--- src/rtl/tpw_pkg.sv ---
package tpw_pkg;
    // Widths
    localparam int unsigned DW = 16;
    localparam int unsigned DAW = 8;
    localparam int unsigned SAW = 4;
    localparam int unsigned STW = 5;

    // Device register map, one 16-bit word per index
    localparam logic [DAW-1:0] DEV_CMOR_M = 8'h00;
    localparam logic [DAW-1:0] DEV_CMOR_S = 8'h01;
    localparam logic [DAW-1:0] DEV_CMUR_M = 8'h02;
    localparam logic [DAW-1:0] DEV_CMUR_S = 8'h03;
    localparam logic [DAW-1:0] DEV_CDR_M = 8'h04;
    localparam logic [DAW-1:0] DEV_CDR_S = 8'h05;
    localparam logic [DAW-1:0] DEV_CNT_M = 8'h06;
    localparam logic [DAW-1:0] DEV_CNT_S = 8'h07;
    localparam logic [DAW-1:0] DEV_TOE = 8'h08;
    localparam logic [DAW-1:0] DEV_TOM = 8'h09;
    localparam logic [DAW-1:0] DEV_TOC = 8'h0A;
    localparam logic [DAW-1:0] DEV_TOL = 8'h0B;
    localparam logic [DAW-1:0] DEV_TDE = 8'h0C;
    localparam logic [DAW-1:0] DEV_TDL = 8'h0D;
    localparam logic [DAW-1:0] DEV_RDE = 8'h0E;
    localparam logic [DAW-1:0] DEV_RDS = 8'h0F;
    localparam logic [DAW-1:0] DEV_RDM = 8'h10;
    localparam logic [DAW-1:0] DEV_RDC = 8'h11;
    localparam logic [DAW-1:0] DEV_TS = 8'h12;
    localparam logic [DAW-1:0] DEV_TT = 8'h13;
    localparam logic [DAW-1:0] DEV_TE = 8'h14;
    localparam logic [DAW-1:0] DEV_TO = 8'h15;
    localparam logic [DAW-1:0] DEV_RSF = 8'h16;
    localparam logic [DAW-1:0] DEV_RDT = 8'h17;

    // Channel bits in the per-channel bit registers: master bit 0, slave bit 1
    localparam logic [DW-1:0] CH_NONE = 16'h0000;
    localparam logic [DW-1:0] CH_MASTER = 16'h0001;
    localparam logic [DW-1:0] CH_SLAVE = 16'h0002;
    localparam logic [DW-1:0] CH_BOTH = 16'h0003;

    // Channel mode word fields
    localparam int unsigned CMOR_CKS_LSB = 14;
    localparam int unsigned CMOR_COUNT_CLOCK_SOURCE = 12;
    localparam int unsigned CMOR_MAS = 11;
    localparam int unsigned CMOR_STS_LSB = 8;
    localparam int unsigned CMOR_COS_LSB = 6;
    localparam int unsigned CMOR_MD_LSB = 1;
    localparam int unsigned CMOR_MD0 = 0;
    localparam logic [2:0] STS_SOFT = 3'h0;
    localparam logic [2:0] STS_UDS = 3'h7;
    localparam logic [1:0] COS_UNUSED = 2'h0;
    localparam logic [3:0] MD_INTERVAL = 4'h0;
    localparam logic [3:0] MD_UPDOWN = 4'h9;

    // Software register map
    localparam logic [SAW-1:0] SW_CTRL = 4'h0;
    localparam logic [SAW-1:0] SW_CFG = 4'h1;
    localparam logic [SAW-1:0] SW_PERIOD = 4'h2;
    localparam logic [SAW-1:0] SW_DUTY = 4'h3;
    localparam logic [SAW-1:0] SW_CNT_M = 4'h4;
    localparam logic [SAW-1:0] SW_CNT_S = 4'h5;
    localparam logic [SAW-1:0] SW_RSF = 4'h6;
    localparam int unsigned CTRL_START = 0;
    localparam int unsigned CTRL_STOP = 1;
    localparam int unsigned CTRL_UPD = 2;
    localparam int unsigned CFG_CKS_LSB = 0;
    localparam int unsigned CFG_MD0 = 2;
    localparam int unsigned CFG_TOL = 3;
    localparam int unsigned CFG_RDE = 4;
    localparam int unsigned CFG_RDS = 5;
    localparam int unsigned CFG_IDLE = 6;
    localparam logic [DW-1:0] CFG_MASK = 16'h007F;
    localparam logic [DW-1:0] CFG_RST = 16'h0000;
    localparam logic [DW-1:0] PERIOD_RST = 16'h00FF;
    localparam logic [DW-1:0] DUTY_RST = 16'h0080;

    // Sequence lengths (index of the last step)
    localparam logic [STW-1:0] START_LAST = 5'h10;
    localparam logic [STW-1:0] STOP_LAST = 5'h01;
    localparam logic [STW-1:0] UPD_LAST = 5'h02;
    localparam logic [STW-1:0] POLL_LAST = 5'h03;

    // Read turnaround: device answer one cycle after the strobe, plus two sync stages
    localparam logic [2:0] READ_LAT = 3'h4;

    typedef enum logic [2:0] {S_IDLE, S_START, S_STOP, S_UPD, S_POLL} tpw_state_t;
    typedef enum logic {P_IDLE, P_WAIT} tpw_port_state_t;
endpackage : tpw_pkg

--- src/rtl/tpw_acc_if.sv ---
`timescale 1ns/1ps
interface tpw_acc_if import tpw_pkg::*; ();
    logic req;
    logic we;
    logic [DAW-1:0] addr;
    logic [DW-1:0] wdata;
    logic done;
    logic [DW-1:0] rdata;
    modport ctrl (output req, output we, output addr, output wdata, input done, input rdata);
    modport port (input req, input we, input addr, input wdata, output done, output rdata);
endinterface : tpw_acc_if

--- src/rtl/tpw_sync2.sv ---
`timescale 1ns/1ps
module tpw_sync2 #(
    parameter int unsigned W = 16
) (
    // Clock and reset
    input wire logic mclk,
    input wire logic rst_b,
    // Data
    input wire logic [W-1:0] din,
    output logic [W-1:0] dout
);
    logic [W-1:0] meta_q;
    logic [W-1:0] sync_q;

    always_ff @(posedge mclk) begin
        if (!rst_b) begin
            meta_q <= '0;
            sync_q <= '0;
        end else begin
            meta_q <= din;
            sync_q <= meta_q;
        end
    end

    assign dout = sync_q;
endmodule : tpw_sync2

--- src/rtl/tpw_dev_port.sv ---
`timescale 1ns/1ps
module tpw_dev_port import tpw_pkg::*; (
    // Clock and reset
    input wire logic mclk,
    input wire logic rst_b,
    // Access requests from the sequencer
    tpw_acc_if.port acc,
    // Device register pins
    output logic [DAW-1:0] dev_addr,
    output logic [DW-1:0] dev_wdata,
    output logic dev_wr,
    output logic dev_rd,
    input wire logic [DW-1:0] rdata_sync
);
    tpw_port_state_t st_q, st_d;
    logic [2:0] cnt_q, cnt_d;
    logic [DAW-1:0] addr_q, addr_d;
    logic [DW-1:0] wdata_q, wdata_d;
    logic [DW-1:0] rdata_q, rdata_d;
    logic wr_q, wr_d;
    logic rd_q, rd_d;
    logic done_q, done_d;

    always_comb begin
        st_d = st_q;
        cnt_d = cnt_q;
        addr_d = addr_q;
        wdata_d = wdata_q;
        rdata_d = rdata_q;
        wr_d = 1'b0;
        rd_d = 1'b0;
        done_d = 1'b0;
        case (st_q)
            P_IDLE: begin
                if (acc.req) begin
                    addr_d = acc.addr;
                    wdata_d = acc.wdata;
                    if (acc.we) begin
                        // Writes complete with the strobe itself
                        wr_d = 1'b1;
                        done_d = 1'b1;
                    end else begin
                        rd_d = 1'b1;
                        cnt_d = READ_LAT;
                        st_d = P_WAIT;
                    end
                end
            end
            P_WAIT: begin
                cnt_d = cnt_q - 3'h1;
                if (cnt_q == 3'h1) begin
                    // Synchronised answer stands only in this cycle
                    rdata_d = rdata_sync;
                    done_d = 1'b1;
                    st_d = P_IDLE;
                end
            end
            default: st_d = P_IDLE;
        endcase
    end

    always_ff @(posedge mclk) begin
        if (!rst_b) begin
            st_q <= P_IDLE;
            cnt_q <= 3'h0;
            addr_q <= '0;
            wdata_q <= '0;
            rdata_q <= '0;
            wr_q <= 1'b0;
            rd_q <= 1'b0;
            done_q <= 1'b0;
        end else begin
            st_q <= st_d;
            cnt_q <= cnt_d;
            addr_q <= addr_d;
            wdata_q <= wdata_d;
            rdata_q <= rdata_d;
            wr_q <= wr_d;
            rd_q <= rd_d;
            done_q <= done_d;
        end
    end

    assign dev_addr = addr_q;
    assign dev_wdata = wdata_q;
    assign dev_wr = wr_q;
    assign dev_rd = rd_q;
    assign acc.done = done_q;
    assign acc.rdata = rdata_q;
endmodule : tpw_dev_port

--- src/rtl/tpw_host.sv ---
`timescale 1ns/1ps
// Notes on behaviour
// - slave clock select equals master's
// - slave counts on operation clock
// - slave channel marked as slave
// - slave starts on master up/down trigger
// - slave mode is up/down counting
// - unused capture and edge fields zero
// - slave output synchronous mode two
// - dead time and its levels off
// - identical rewrite settings both channels
// - start both channels in one write
// - stop both channels in one write
// - configure everything before start
module tpw_host import tpw_pkg::*; (
    // Clock and reset
    input wire logic mclk,
    input wire logic rst_b,
    // Software register port
    input wire logic [SAW-1:0] sw_addr,
    input wire logic [DW-1:0] sw_wdata,
    input wire logic sw_wr,
    input wire logic sw_rd,
    output logic [DW-1:0] sw_rdata,
    // Device register pins
    output logic [DAW-1:0] dev_addr,
    output logic [DW-1:0] dev_wdata,
    output logic dev_wr,
    output logic dev_rd,
    input wire logic [DW-1:0] dev_rdata
);
    tpw_acc_if acc ();

    logic [DW-1:0] rdata_sync;

    tpw_sync2 #(.W(DW)) u_sync (
        .mclk(mclk),
        .rst_b(rst_b),
        .din(dev_rdata),
        .dout(rdata_sync)
    );

    tpw_dev_port u_port (
        .mclk(mclk),
        .rst_b(rst_b),
        .acc(acc.port),
        .dev_addr(dev_addr),
        .dev_wdata(dev_wdata),
        .dev_wr(dev_wr),
        .dev_rd(dev_rd),
        .rdata_sync(rdata_sync)
    );

    tpw_state_t st_q, st_d;
    logic [STW-1:0] step_q, step_d;
    logic wait_q, wait_d;
    logic running_q, running_d;
    logic [2:0] pend_q, pend_d;
    logic [DW-1:0] cfg_q, cfg_d;
    logic [DW-1:0] period_q, period_d;
    logic [DW-1:0] duty_q, duty_d;
    logic [DW-1:0] cnt_m_q, cnt_m_d;
    logic [DW-1:0] cnt_s_q, cnt_s_d;
    logic [DW-1:0] rsf_q, rsf_d;
    logic [DW-1:0] te_q, te_d;
    logic [DW-1:0] rd_data_q, rd_data_d;

    logic [1:0] cks;
    logic [DW-1:0] tol_bits;
    logic [DW-1:0] rde_bits;
    logic [DW-1:0] rds_bits;
    logic [DW-1:0] idle_bits;
    logic acc_we;
    logic [DAW-1:0] acc_addr;
    logic [DW-1:0] acc_wdata;
    logic [STW-1:0] last_step;
    logic busy;

    assign cks = cfg_q[CFG_CKS_LSB +: 2];
    assign tol_bits = cfg_q[CFG_TOL] ? CH_SLAVE : CH_NONE;
    assign rde_bits = cfg_q[CFG_RDE] ? CH_BOTH : CH_NONE;
    assign rds_bits = cfg_q[CFG_RDS] ? CH_BOTH : CH_NONE;
    assign idle_bits = cfg_q[CFG_IDLE] ? CH_BOTH : CH_NONE;
    assign busy = (st_q != S_IDLE) || (pend_q != 3'h0);

    // Device access for the current step of each sequence
    always_comb begin
        acc_we = 1'b1;
        acc_addr = DEV_CMOR_M;
        acc_wdata = CH_NONE;
        last_step = START_LAST;
        case (st_q)
            S_START: begin
                case (step_q)
                    5'h00: begin
                        acc_addr = DEV_CMOR_M;
                        acc_wdata = {cks, 1'b0, 1'b0, 1'b1, STS_SOFT, COS_UNUSED, 1'b0, MD_INTERVAL,
                                     cfg_q[CFG_MD0]};
                    end
                    5'h01: begin
                        acc_addr = DEV_CMOR_S;
                        acc_wdata = {cks, 1'b0, 1'b0, 1'b0, STS_UDS, COS_UNUSED, 1'b0, MD_UPDOWN, 1'b0};
                    end
                    5'h02: acc_addr = DEV_CMUR_M;
                    5'h03: acc_addr = DEV_CMUR_S;
                    5'h04: begin
                        acc_addr = DEV_TOE;
                        acc_wdata = CH_BOTH;
                    end
                    5'h05: begin
                        acc_addr = DEV_TOM;
                        acc_wdata = CH_SLAVE;
                    end
                    5'h06: begin
                        acc_addr = DEV_TOC;
                        acc_wdata = CH_SLAVE;
                    end
                    5'h07: begin
                        acc_addr = DEV_TOL;
                        acc_wdata = tol_bits;
                    end
                    5'h08: acc_addr = DEV_TDE;
                    5'h09: acc_addr = DEV_TDL;
                    5'h0A: begin
                        acc_addr = DEV_RDE;
                        acc_wdata = rde_bits;
                    end
                    5'h0B: begin
                        acc_addr = DEV_RDS;
                        acc_wdata = rds_bits;
                    end
                    5'h0C: acc_addr = DEV_RDM;
                    5'h0D: acc_addr = DEV_RDC;
                    5'h0E: begin
                        acc_addr = DEV_CDR_M;
                        acc_wdata = period_q;
                    end
                    5'h0F: begin
                        acc_addr = DEV_CDR_S;
                        acc_wdata = duty_q;
                    end
                    default: begin
                        acc_addr = DEV_TS;
                        acc_wdata = CH_BOTH;
                    end
                endcase
            end
            S_STOP: begin
                last_step = STOP_LAST;
                if (step_q == 5'h00) begin
                    acc_addr = DEV_TT;
                    acc_wdata = CH_BOTH;
                end else begin
                    acc_addr = DEV_TO;
                    acc_wdata = idle_bits;
                end
            end
            S_UPD: begin
                last_step = UPD_LAST;
                if (step_q == 5'h00) begin
                    acc_addr = DEV_CDR_M;
                    acc_wdata = period_q;
                end else if (step_q == 5'h01) begin
                    acc_addr = DEV_CDR_S;
                    acc_wdata = duty_q;
                end else begin
                    // Request the joint transfer only when rewriting is enabled
                    acc_addr = DEV_RDT;
                    acc_wdata = cfg_q[CFG_RDE] ? CH_MASTER : CH_NONE;
                end
            end
            S_POLL: begin
                last_step = POLL_LAST;
                acc_we = 1'b0;
                if (step_q == 5'h00) begin
                    acc_addr = DEV_CNT_M;
                end else if (step_q == 5'h01) begin
                    acc_addr = DEV_CNT_S;
                end else if (step_q == 5'h02) begin
                    acc_addr = DEV_RSF;
                end else begin
                    acc_addr = DEV_TE;
                end
            end
            default: acc_we = 1'b0;
        endcase
    end

    assign acc.req = (st_q != S_IDLE) && !wait_q;
    assign acc.we = acc_we;
    assign acc.addr = acc_addr;
    assign acc.wdata = acc_wdata;

    // Sequencer and software registers
    always_comb begin
        st_d = st_q;
        step_d = step_q;
        wait_d = wait_q;
        running_d = running_q;
        pend_d = pend_q;
        cfg_d = cfg_q;
        period_d = period_q;
        duty_d = duty_q;
        cnt_m_d = cnt_m_q;
        cnt_s_d = cnt_s_q;
        rsf_d = rsf_q;
        te_d = te_q;
        rd_data_d = '0;
        case (st_q)
            S_IDLE: begin
                step_d = '0;
                wait_d = 1'b0;
                // Stop outranks start; a start while running is dropped
                if (pend_q[CTRL_STOP]) begin
                    pend_d[CTRL_STOP] = 1'b0;
                    pend_d[CTRL_START] = 1'b0;
                    st_d = S_STOP;
                end else if (pend_q[CTRL_START]) begin
                    pend_d[CTRL_START] = 1'b0;
                    if (!running_q) begin
                        st_d = S_START;
                    end
                end else if (pend_q[CTRL_UPD]) begin
                    pend_d[CTRL_UPD] = 1'b0;
                    st_d = S_UPD;
                end else if (running_q) begin
                    st_d = S_POLL;
                end
            end
            default: begin
                if (acc.req) begin
                    wait_d = 1'b1;
                end
                if (acc.done) begin
                    wait_d = 1'b0;
                    if (st_q == S_POLL) begin
                        if (step_q == 5'h00) begin
                            cnt_m_d = acc.rdata;
                        end else if (step_q == 5'h01) begin
                            cnt_s_d = acc.rdata;
                        end else if (step_q == 5'h02) begin
                            rsf_d = acc.rdata;
                        end else begin
                            te_d = acc.rdata;
                        end
                    end
                    if (step_q == last_step) begin
                        if (st_q == S_START) begin
                            running_d = 1'b1;
                        end else if (st_q == S_STOP) begin
                            running_d = 1'b0;
                        end
                        st_d = S_IDLE;
                    end else begin
                        step_d = step_q + 5'h01;
                    end
                end
            end
        endcase
        // New commands win over the clear above
        if (sw_wr) begin
            if (sw_addr == SW_CTRL) begin
                pend_d = pend_d | sw_wdata[2:0];
            end else if (sw_addr == SW_CFG) begin
                cfg_d = sw_wdata & CFG_MASK;
            end else if (sw_addr == SW_PERIOD) begin
                period_d = sw_wdata;
            end else if (sw_addr == SW_DUTY) begin
                duty_d = sw_wdata;
            end
        end
        if (sw_rd) begin
            if (sw_addr == SW_CTRL) begin
                rd_data_d = {13'h0000, |(te_q & CH_BOTH), running_q, busy};
            end else if (sw_addr == SW_CFG) begin
                rd_data_d = cfg_q;
            end else if (sw_addr == SW_PERIOD) begin
                rd_data_d = period_q;
            end else if (sw_addr == SW_DUTY) begin
                rd_data_d = duty_q;
            end else if (sw_addr == SW_CNT_M) begin
                rd_data_d = cnt_m_q;
            end else if (sw_addr == SW_CNT_S) begin
                rd_data_d = cnt_s_q;
            end else if (sw_addr == SW_RSF) begin
                rd_data_d = rsf_q;
            end
        end
    end

    always_ff @(posedge mclk) begin
        if (!rst_b) begin
            st_q <= S_IDLE;
            step_q <= '0;
            wait_q <= 1'b0;
            running_q <= 1'b0;
            pend_q <= 3'h0;
            cfg_q <= CFG_RST;
            period_q <= PERIOD_RST;
            duty_q <= DUTY_RST;
            cnt_m_q <= '0;
            cnt_s_q <= '0;
            rsf_q <= '0;
            te_q <= '0;
            rd_data_q <= '0;
        end else begin
            st_q <= st_d;
            step_q <= step_d;
            wait_q <= wait_d;
            running_q <= running_d;
            pend_q <= pend_d;
            cfg_q <= cfg_d;
            period_q <= period_d;
            duty_q <= duty_d;
            cnt_m_q <= cnt_m_d;
            cnt_s_q <= cnt_s_d;
            rsf_q <= rsf_d;
            te_q <= te_d;
            rd_data_q <= rd_data_d;
        end
    end

    assign sw_rdata = rd_data_q;
endmodule : tpw_host

--- config.mk ---
export PLATFORM = sky130hd
export DESIGN_NAME = tpw_host
export DESIGN_NICKNAME = d
export VERILOG_FILES = /design/src/rtl/tpw_pkg.sv /design/src/rtl/tpw_acc_if.sv /design/src/rtl/tpw_sync2.sv /design/src/rtl/tpw_dev_port.sv /design/src/rtl/tpw_host.sv
export SDC_FILE = /design/constraint.sdc
export NUM_CORES = 1
export LEC_CHECK = 0
export BUFFER_PORTS_ARGS = -buffer_cell sky130_fd_sc_hd__buf_2
export CAP_MARGIN = 15
export CORE_MARGIN = 2
export CORE_UTILIZATION = 59
export CTS_CLUSTER_SIZE = 16
export DETAILED_ROUTE_END_ITERATION = 16
export GPL_ROUTABILITY_DRIVEN = 0
export HOLD_SLACK_MARGIN = 0.05
export PLACE_DENSITY = 0.8
export SLEW_MARGIN = 10
export SYNTH_ARGS = -nofsm -noshare
export SYNTH_HDL_FRONTEND = slang
export SYNTH_SLANG_ARGS = --single-unit
--- constraint.sdc ---
create_clock -name mclk -period 2.8 [get_ports mclk]
set_input_delay 0.14 -clock mclk [delete_from_list [all_inputs] [get_ports mclk]]
set_output_delay 0.14 -clock mclk [all_outputs]
set_load 0.01 [all_outputs]
[After elaboration in Yosys (flattened, before gate mapping)]
Cells that the tools add are included.
Word-level totals
  bits in registers: 197
  latch bits: 0
  bits in writable memories: 0
  memory bits (read-only): 0
  input port bits: 40
  logic and storage cells: 155
  memories: 0
Operators by class
  add/sub/neg operators: 2
  multiply operators: 0
  div/mod/pow operators: 0
  magnitude comparators: 0
  equal/unequal tests: 31
  shift-type cells: 0
  muxes and demuxes: 53
  bitwise operators: 12
  reductions and logical operators: 33
Operators by type and width (number)
  $pmux 16 s9: 1
  $mux 16: 8
  $pmux 5 s16: 1
  $pmux 16 s3: 1
  $mux 3: 15
  $eq 5x4->1 const B: 8
  $eq 5x3->1 const B: 4
  $mux 5: 4
  $pmux 5 s4: 1
  $reduce_and 4->1: 4
  $pmux 5 s3: 1
  $eq 4x3->1 const B: 3
  $mux 1: 12
  $mux 2: 6
  $reduce_and 6->1: 2
  $not 1->1: 11
  $eq 5x2->1 const B: 2
  $reduce_and 2->1: 5
  $reduce_and 5->1: 2
  $reduce_or 3->1: 3
  $eq 4x2->1 const B: 2
  $reduce_or 2->1: 4
  $eq 3x1->1 const B: 2
  $eq 3x2->1 const B: 2
  22 further kinds: 27

[Depth between registers and ports, before layout]
  depth after elaboration: 8
  depth in mapped cells: 9
  mapped depth without buffers: 7

[Cells and area by module]
From an unflattened synthesis, not the netlist that was laid out.
Unflattened totals
  cell total of the unflattened synthesis: 1043
  area total of the unflattened synthesis: 9111.2 sq um
Modules (own cells, without submodules)
  tpw_host: instances 1, cells each 768, area an instance 6336.1 sq um, sequential area each 2362.3 sq um
  tpw_dev_port: instances 1, cells each 208, area an instance 1879.3 sq um, sequential area each 940.9 sq um
  tpw_sync2: instances 1, cells each 67, area an instance 895.9 sq um, sequential area each 640.6 sq um

[Worst setup path after synthesis]
Ideal clock, no wire load.
  path kind: register to register
  from: register step_q[1]
  to: register u_port.addr_q[1] (netlist: u_port.dev_addr[1])
  library setup time: 0.069 ns
  arrival time: 2.122 ns
  required time: 2.731 ns
  setup slack: 0.609 ns
  stages on the path, launching flop included: 9
  buffers on the path: 1
  cell sequence: dfxtp_1 > inv_1 > ha_1 > buf_6 > or4_4 > and2_4 > a211o_1 > o31a_1 > o21ai_1
Between the ends
  longest elaborated chain between the ends: 5
  elaborated cells on any way between the ends: 24
RTL lines
  from (decl): line tpw_host.sv:55  | logic [STW-1:0] step_q, step_d;
  from (signal assigned): line tpw_host.sv:308  | step_q <= step_d;
  $eq 5x2->1: line tpw_host.sv:94, tpw_host.sv:179
  $mux 2: line tpw_host.sv:179  | end else if (step_q == 5'h02) begin
  $mux 5: line tpw_host.sv:177  | end else if (step_q == 5'h01) begin
  $mux 5: line tpw_host.sv:175  | if (step_q == 5'h00) begin
  $pmux 5 s4 *: line tpw_host.sv:92  | case (st_q)
  to (signal assigned): line tpw_dev_port.sv:75  | addr_q <= addr_d;
  to (decl): line tpw_dev_port.sv:17  | logic [DAW-1:0] addr_q, addr_d;
Every way passes the cells marked *; elsewhere a longest branch is shown, timed or not.
A chain may end at the register's enable or synchronous reset.

[Worst setup path in the final report]
  from: register step_q[1]
  to: register u_port.wdata_q[1] (netlist: u_port.dev_wdata[1])
Between the ends
  longest elaborated chain between the ends: 4
  elaborated cells on any way between the ends: 22
RTL lines
  $eq 5x2->1, or another cell as far along: line tpw_host.sv:94  | case (step_q)
  $reduce_or 6->1 (no line), or another cell as far along
  $pmux 16 s9 or $mux 16 (tied branches): line tpw_host.sv:94, tpw_host.sv:160
  $pmux 16 s3 *: line tpw_host.sv:92
  to (signal assigned): line tpw_dev_port.sv:76  | wdata_q <= wdata_d;
  to (decl): line tpw_dev_port.sv:18  | logic [DW-1:0] wdata_q, wdata_d;
Marked as above.

==> results.txt <==
----------------------------------------------------
[Worst setup path]
  Crit Reg-Reg Startpoint ... step_q[1]
  Worst endpoint data arrival time ... 2.84 ns
  Required time of the critical path ... 3.13 ns
  Endpoint type of the worst setup path ... flip-flop
  Setup crit start kind ... flip-flop
  Crit path max fanout ... 20
  Register-to-Register Setup Slack ... 0.29 ns
  Worst setup path start ... step_q[1]
  Setup Crit Path Kind ... reg2reg

[Yosys]
  Area share of fa/ha/maj cells after synthesis ... 0.0105
  Share of the synthesized area in compound gates (AO/OA/AOI/OAI) ... 0.209
  Distinct cells, synth ... 64
  Post-Synth Simple-Gate Area ... 0.212
  Yosys synthesis warning count ... 0
  Mux share of post-synthesis cell area ... 0.0449
  Number of flops mapped to enable cells by yosys ... 0
  Gate Count Post-Synth ... 973
  Mean Syn Cell Area ... 8.56 µm²
  Seq/Total Area, Yosys ... 0.466
  Synthesized area ... 0.00833 mm²
  Share of synthesized flip-flops with an asynchronous set or reset ... 0
  Dominant combinational cell family by area after synthesis ... simple AND/OR/NAND/NOR gates
  Synthesis-stage register bit count ... 194
  Parity-gate share of the synthesized area counting xor and xnor cells ... 0.00315
  Commonest register cell after synthesis ... dfxtp_1

[Job]
  Maxcap violations ... 0

[Routing]
  Average vias per placed instance ... 6.05
  Post-DR wirelength/cell ... 17.3 µm
  Number of antenna-violating nets in the routed design ... 0
  Number of remaining DRC errors ... 0
  Post-Route WL ... 21400 µm
  Count of TritonRoute iterations in the first routing pass ... 8
  Total number of vias ... 7482
  Violation count after the first detailed-routing iteration ... 1148

[Status]
  Run status ... complete, no violations

[Global route]
  Vias in the first global route ... 6678
  Overall routing resource usage ... 0.289
  Pin count of the biggest net entering global routing ... 68
  Global-route wire length before repair ... 33900 µm
  Antenna violations before repair ... 0
  Leftover overflow at the end of global routing ... 0

[Timing]
  Time the final worst path needs with I/O delays and setup ... 2.51 ns
  Headroom to the max-slew limit ... 0.360
  Setup Viol. Count Final ... 0
  Number of failing hold endpoints at the final stage ... 0
  Summed negative setup slack over all endpoints ... 0 ns
  RSZ-0062 raised after global routing ... no
  Clk_skew ... 0.00738 ns
  Final worst path period share ... 0.897
  Minimum setup slack in the final design ... 0.289 ns
  Upper clock frequency limit ... 398 MHz
  Max-slew violation total from the final report ... 0
  Actual transition at the worst max-transition pin ... 0.956 ns

[Power]
  Worst supply voltage drop on vdd ... 534 µV
  Static Leakage ... 3.71 nW
  PD cells ... 563 mW/mm²

[Cells and area]
  Most frequent cells in the layout ... dfxtp_1 (194), nand2_1 (155), a21oi_1 (101), buf_2 (78), nor2_1 (48)
  Total inserted antenna cells ... 0
  Final Core Density ... 0.697
  Layout overhead on the synthesized area ... 15.7%
  Most common cell after layout, fill and taps aside ... dfxtp_1
  Proportion of layout cells with a drive suffix above 1 ... 0.146
  Final net count ... 1091

[Placed design]
  Pre-CTS setup slack ... 0.356 ns
  DPL Wire Length ... 14100 µm
  Port buffer count ... 78

[Die]
  Placement Rows ... 43
  Die ar. ... 0.0151 mm²
  Starting density of the core ... 0.603
  Y dimension of the die ... 123 µm
  Number of placed I/O pins ... 82
  X dimension of the die ... 123 µm
  Placeable core region ... 0.0138 mm²

[Clock network]
  Hold-fix buffers at CTS ... 32
  Cts bufs inserted ... 17
  Clock slew at the register clock pins of the worst setup and hold paths ... 0.07 ns
  Worst-skew pair later-pin latency ... 0.44 ns
  Number of buffers between clock root and the deepest sink ... 2
  Post-CTS setup repair buffer count ... 0
  Total number of clock tree sinks ... 194
  Cell chosen for the clock root ... clkbuf_16
  Number of instances resized during post-cts repair ... 0
  Clock tree from TritonCTS ... done
  H-tree level count ... 4

[Hold path]
  Path category of the worst min-delay check ... in2reg
  Hold path start ... sw_rd

----------------------------------------------------
-- power breakdown --
group / switching, W / internal (W)
Clock: 0.00112 / 0.00121
Combinational: 0.000161 / 0.000118
Sequential: 0.0000179 / 0.00279
Total: 0.00130 / 0.00412
-- sequential cells by signal, summed over array words and instances, names as in the netlist, 5 cells and up --
register,flops
u_port.dev_addr,5
duty_q,16
cnt_s_q,16
u_sync.dout,16
u_port.acc.rdata,16
rsf_q,16
u_port.dev_wdata,16
period_q,16
cfg_q,7
cnt_m_q,16
u_sync.meta_q,16
step_q,5
sw_rdata,16
-- final cells by class --
cell class / instances / area [µm²]
Inverter: 20 / 75.1
Multi-Input combinational cell: 679 / 4010
Clock buffer: 19 / 453
Tap cell: 180 / 225
Timing Repair Buffer: 132 / 876
Sequential cell: 194 / 3880
Fill cell: 1058 / 4180
Clock inverter: 13 / 118
-- layer usage --
layer / share of wire / up-vias / global-route usage
met3: 0.075 / 45 / 0.0576
li1: - / 3588 / -
met5: 0 / - / 0
met2: 0.46 / 369 / 0.451
met1: 0.45 / 3480 / 0.392
met4: 0.021 / 0 / 0.114
-- final timing paths --
check,end,cells past startpoint
max,u_port.dev_wdata[1],7
min,sw_rdata[15],3
max reg2reg,u_port.dev_wdata[1],7
min reg2reg,u_sync.dout[5],1
-- cell usage after synthesis, types with 3 or more instances --
cell type | count | share of area
and3_1 | 3 | 0.0023
a221oi_1 | 11 | 0.012
mux2i_1 | 25 | 0.030
o22ai_1 | 25 | 0.019
a22oi_1 | 28 | 0.025
nor3_1 | 16 | 0.0096
o31ai_1 | 4 | 0.0036
a21o_1 | 4 | 0.0036
o211ai_1 | 6 | 0.0054
a21oi_1 | 101 | 0.061
a22o_1 | 32 | 0.034
or3_1 | 6 | 0.0045
inv_1 | 19 | 0.0086
nor2b_1 | 23 | 0.017
a32oi_1 | 3 | 0.0032
clkbuf_1 | 50 | 0.023
mux2_2 | 11 | 0.015
nor3b_1 | 10 | 0.0090
ha_1 | 7 | 0.011
buf_1 | 4 | 0.0018
buf_4 | 5 | 0.0045
nand2b_1 | 3 | 0.0023
nand2_1 | 155 | 0.070
o21ai_0 | 15 | 0.0090
dfxtp_1 | 194 | 0.47
a211oi_1 | 6 | 0.0054
nor2_1 | 48 | 0.022
a222oi_1 | 4 | 0.0048
nand3_1 | 46 | 0.028
buf_2 | 21 | 0.013
and2_1 | 38 | 0.029
a31oi_1 | 3 | 0.0023
nand4_1 | 4 | 0.0030
-- worst max-delay path, stage by stage (launching register included) --
cell     delay [ns]
dfxtp_1        0.48
ha_1           0.34
and3_1         0.19
ha_1           0.68
a21oi_1        0.07
o21ai_0        0.25
a31oi_1        0.12
a211o_1        0.27
-- logic make-up after synthesis --
group	after synthesis
AND/OR/NAND/NOR	367
AO/OA/AOI/OAI	263
flip-flops	194
buffers and inverters	102
multiplexers	36
adder cells (fa/ha/maj)	7
XOR/XNOR	3
other	1
-- through the flow --
stage / hold slack, ns / area, µm² / power, W / instances
6_report: 0.104 / 9640 / 0.00543 / 1237
2_1_floorplan: 0.264 / 8340 / 0.00303 / 975
5_1_grt: 0.0995 / 9640 / 0.00559 / 1237
4_1_cts: 0.0756 / 9640 / 0.00545 / 1237
3_3_place_gp: 0.345 / 8750 / 0.00311 / 1173
3_5_place_dp: 0.349 / 8750 / 0.00311 / 1173
Power figures use the tool's default switching activity.
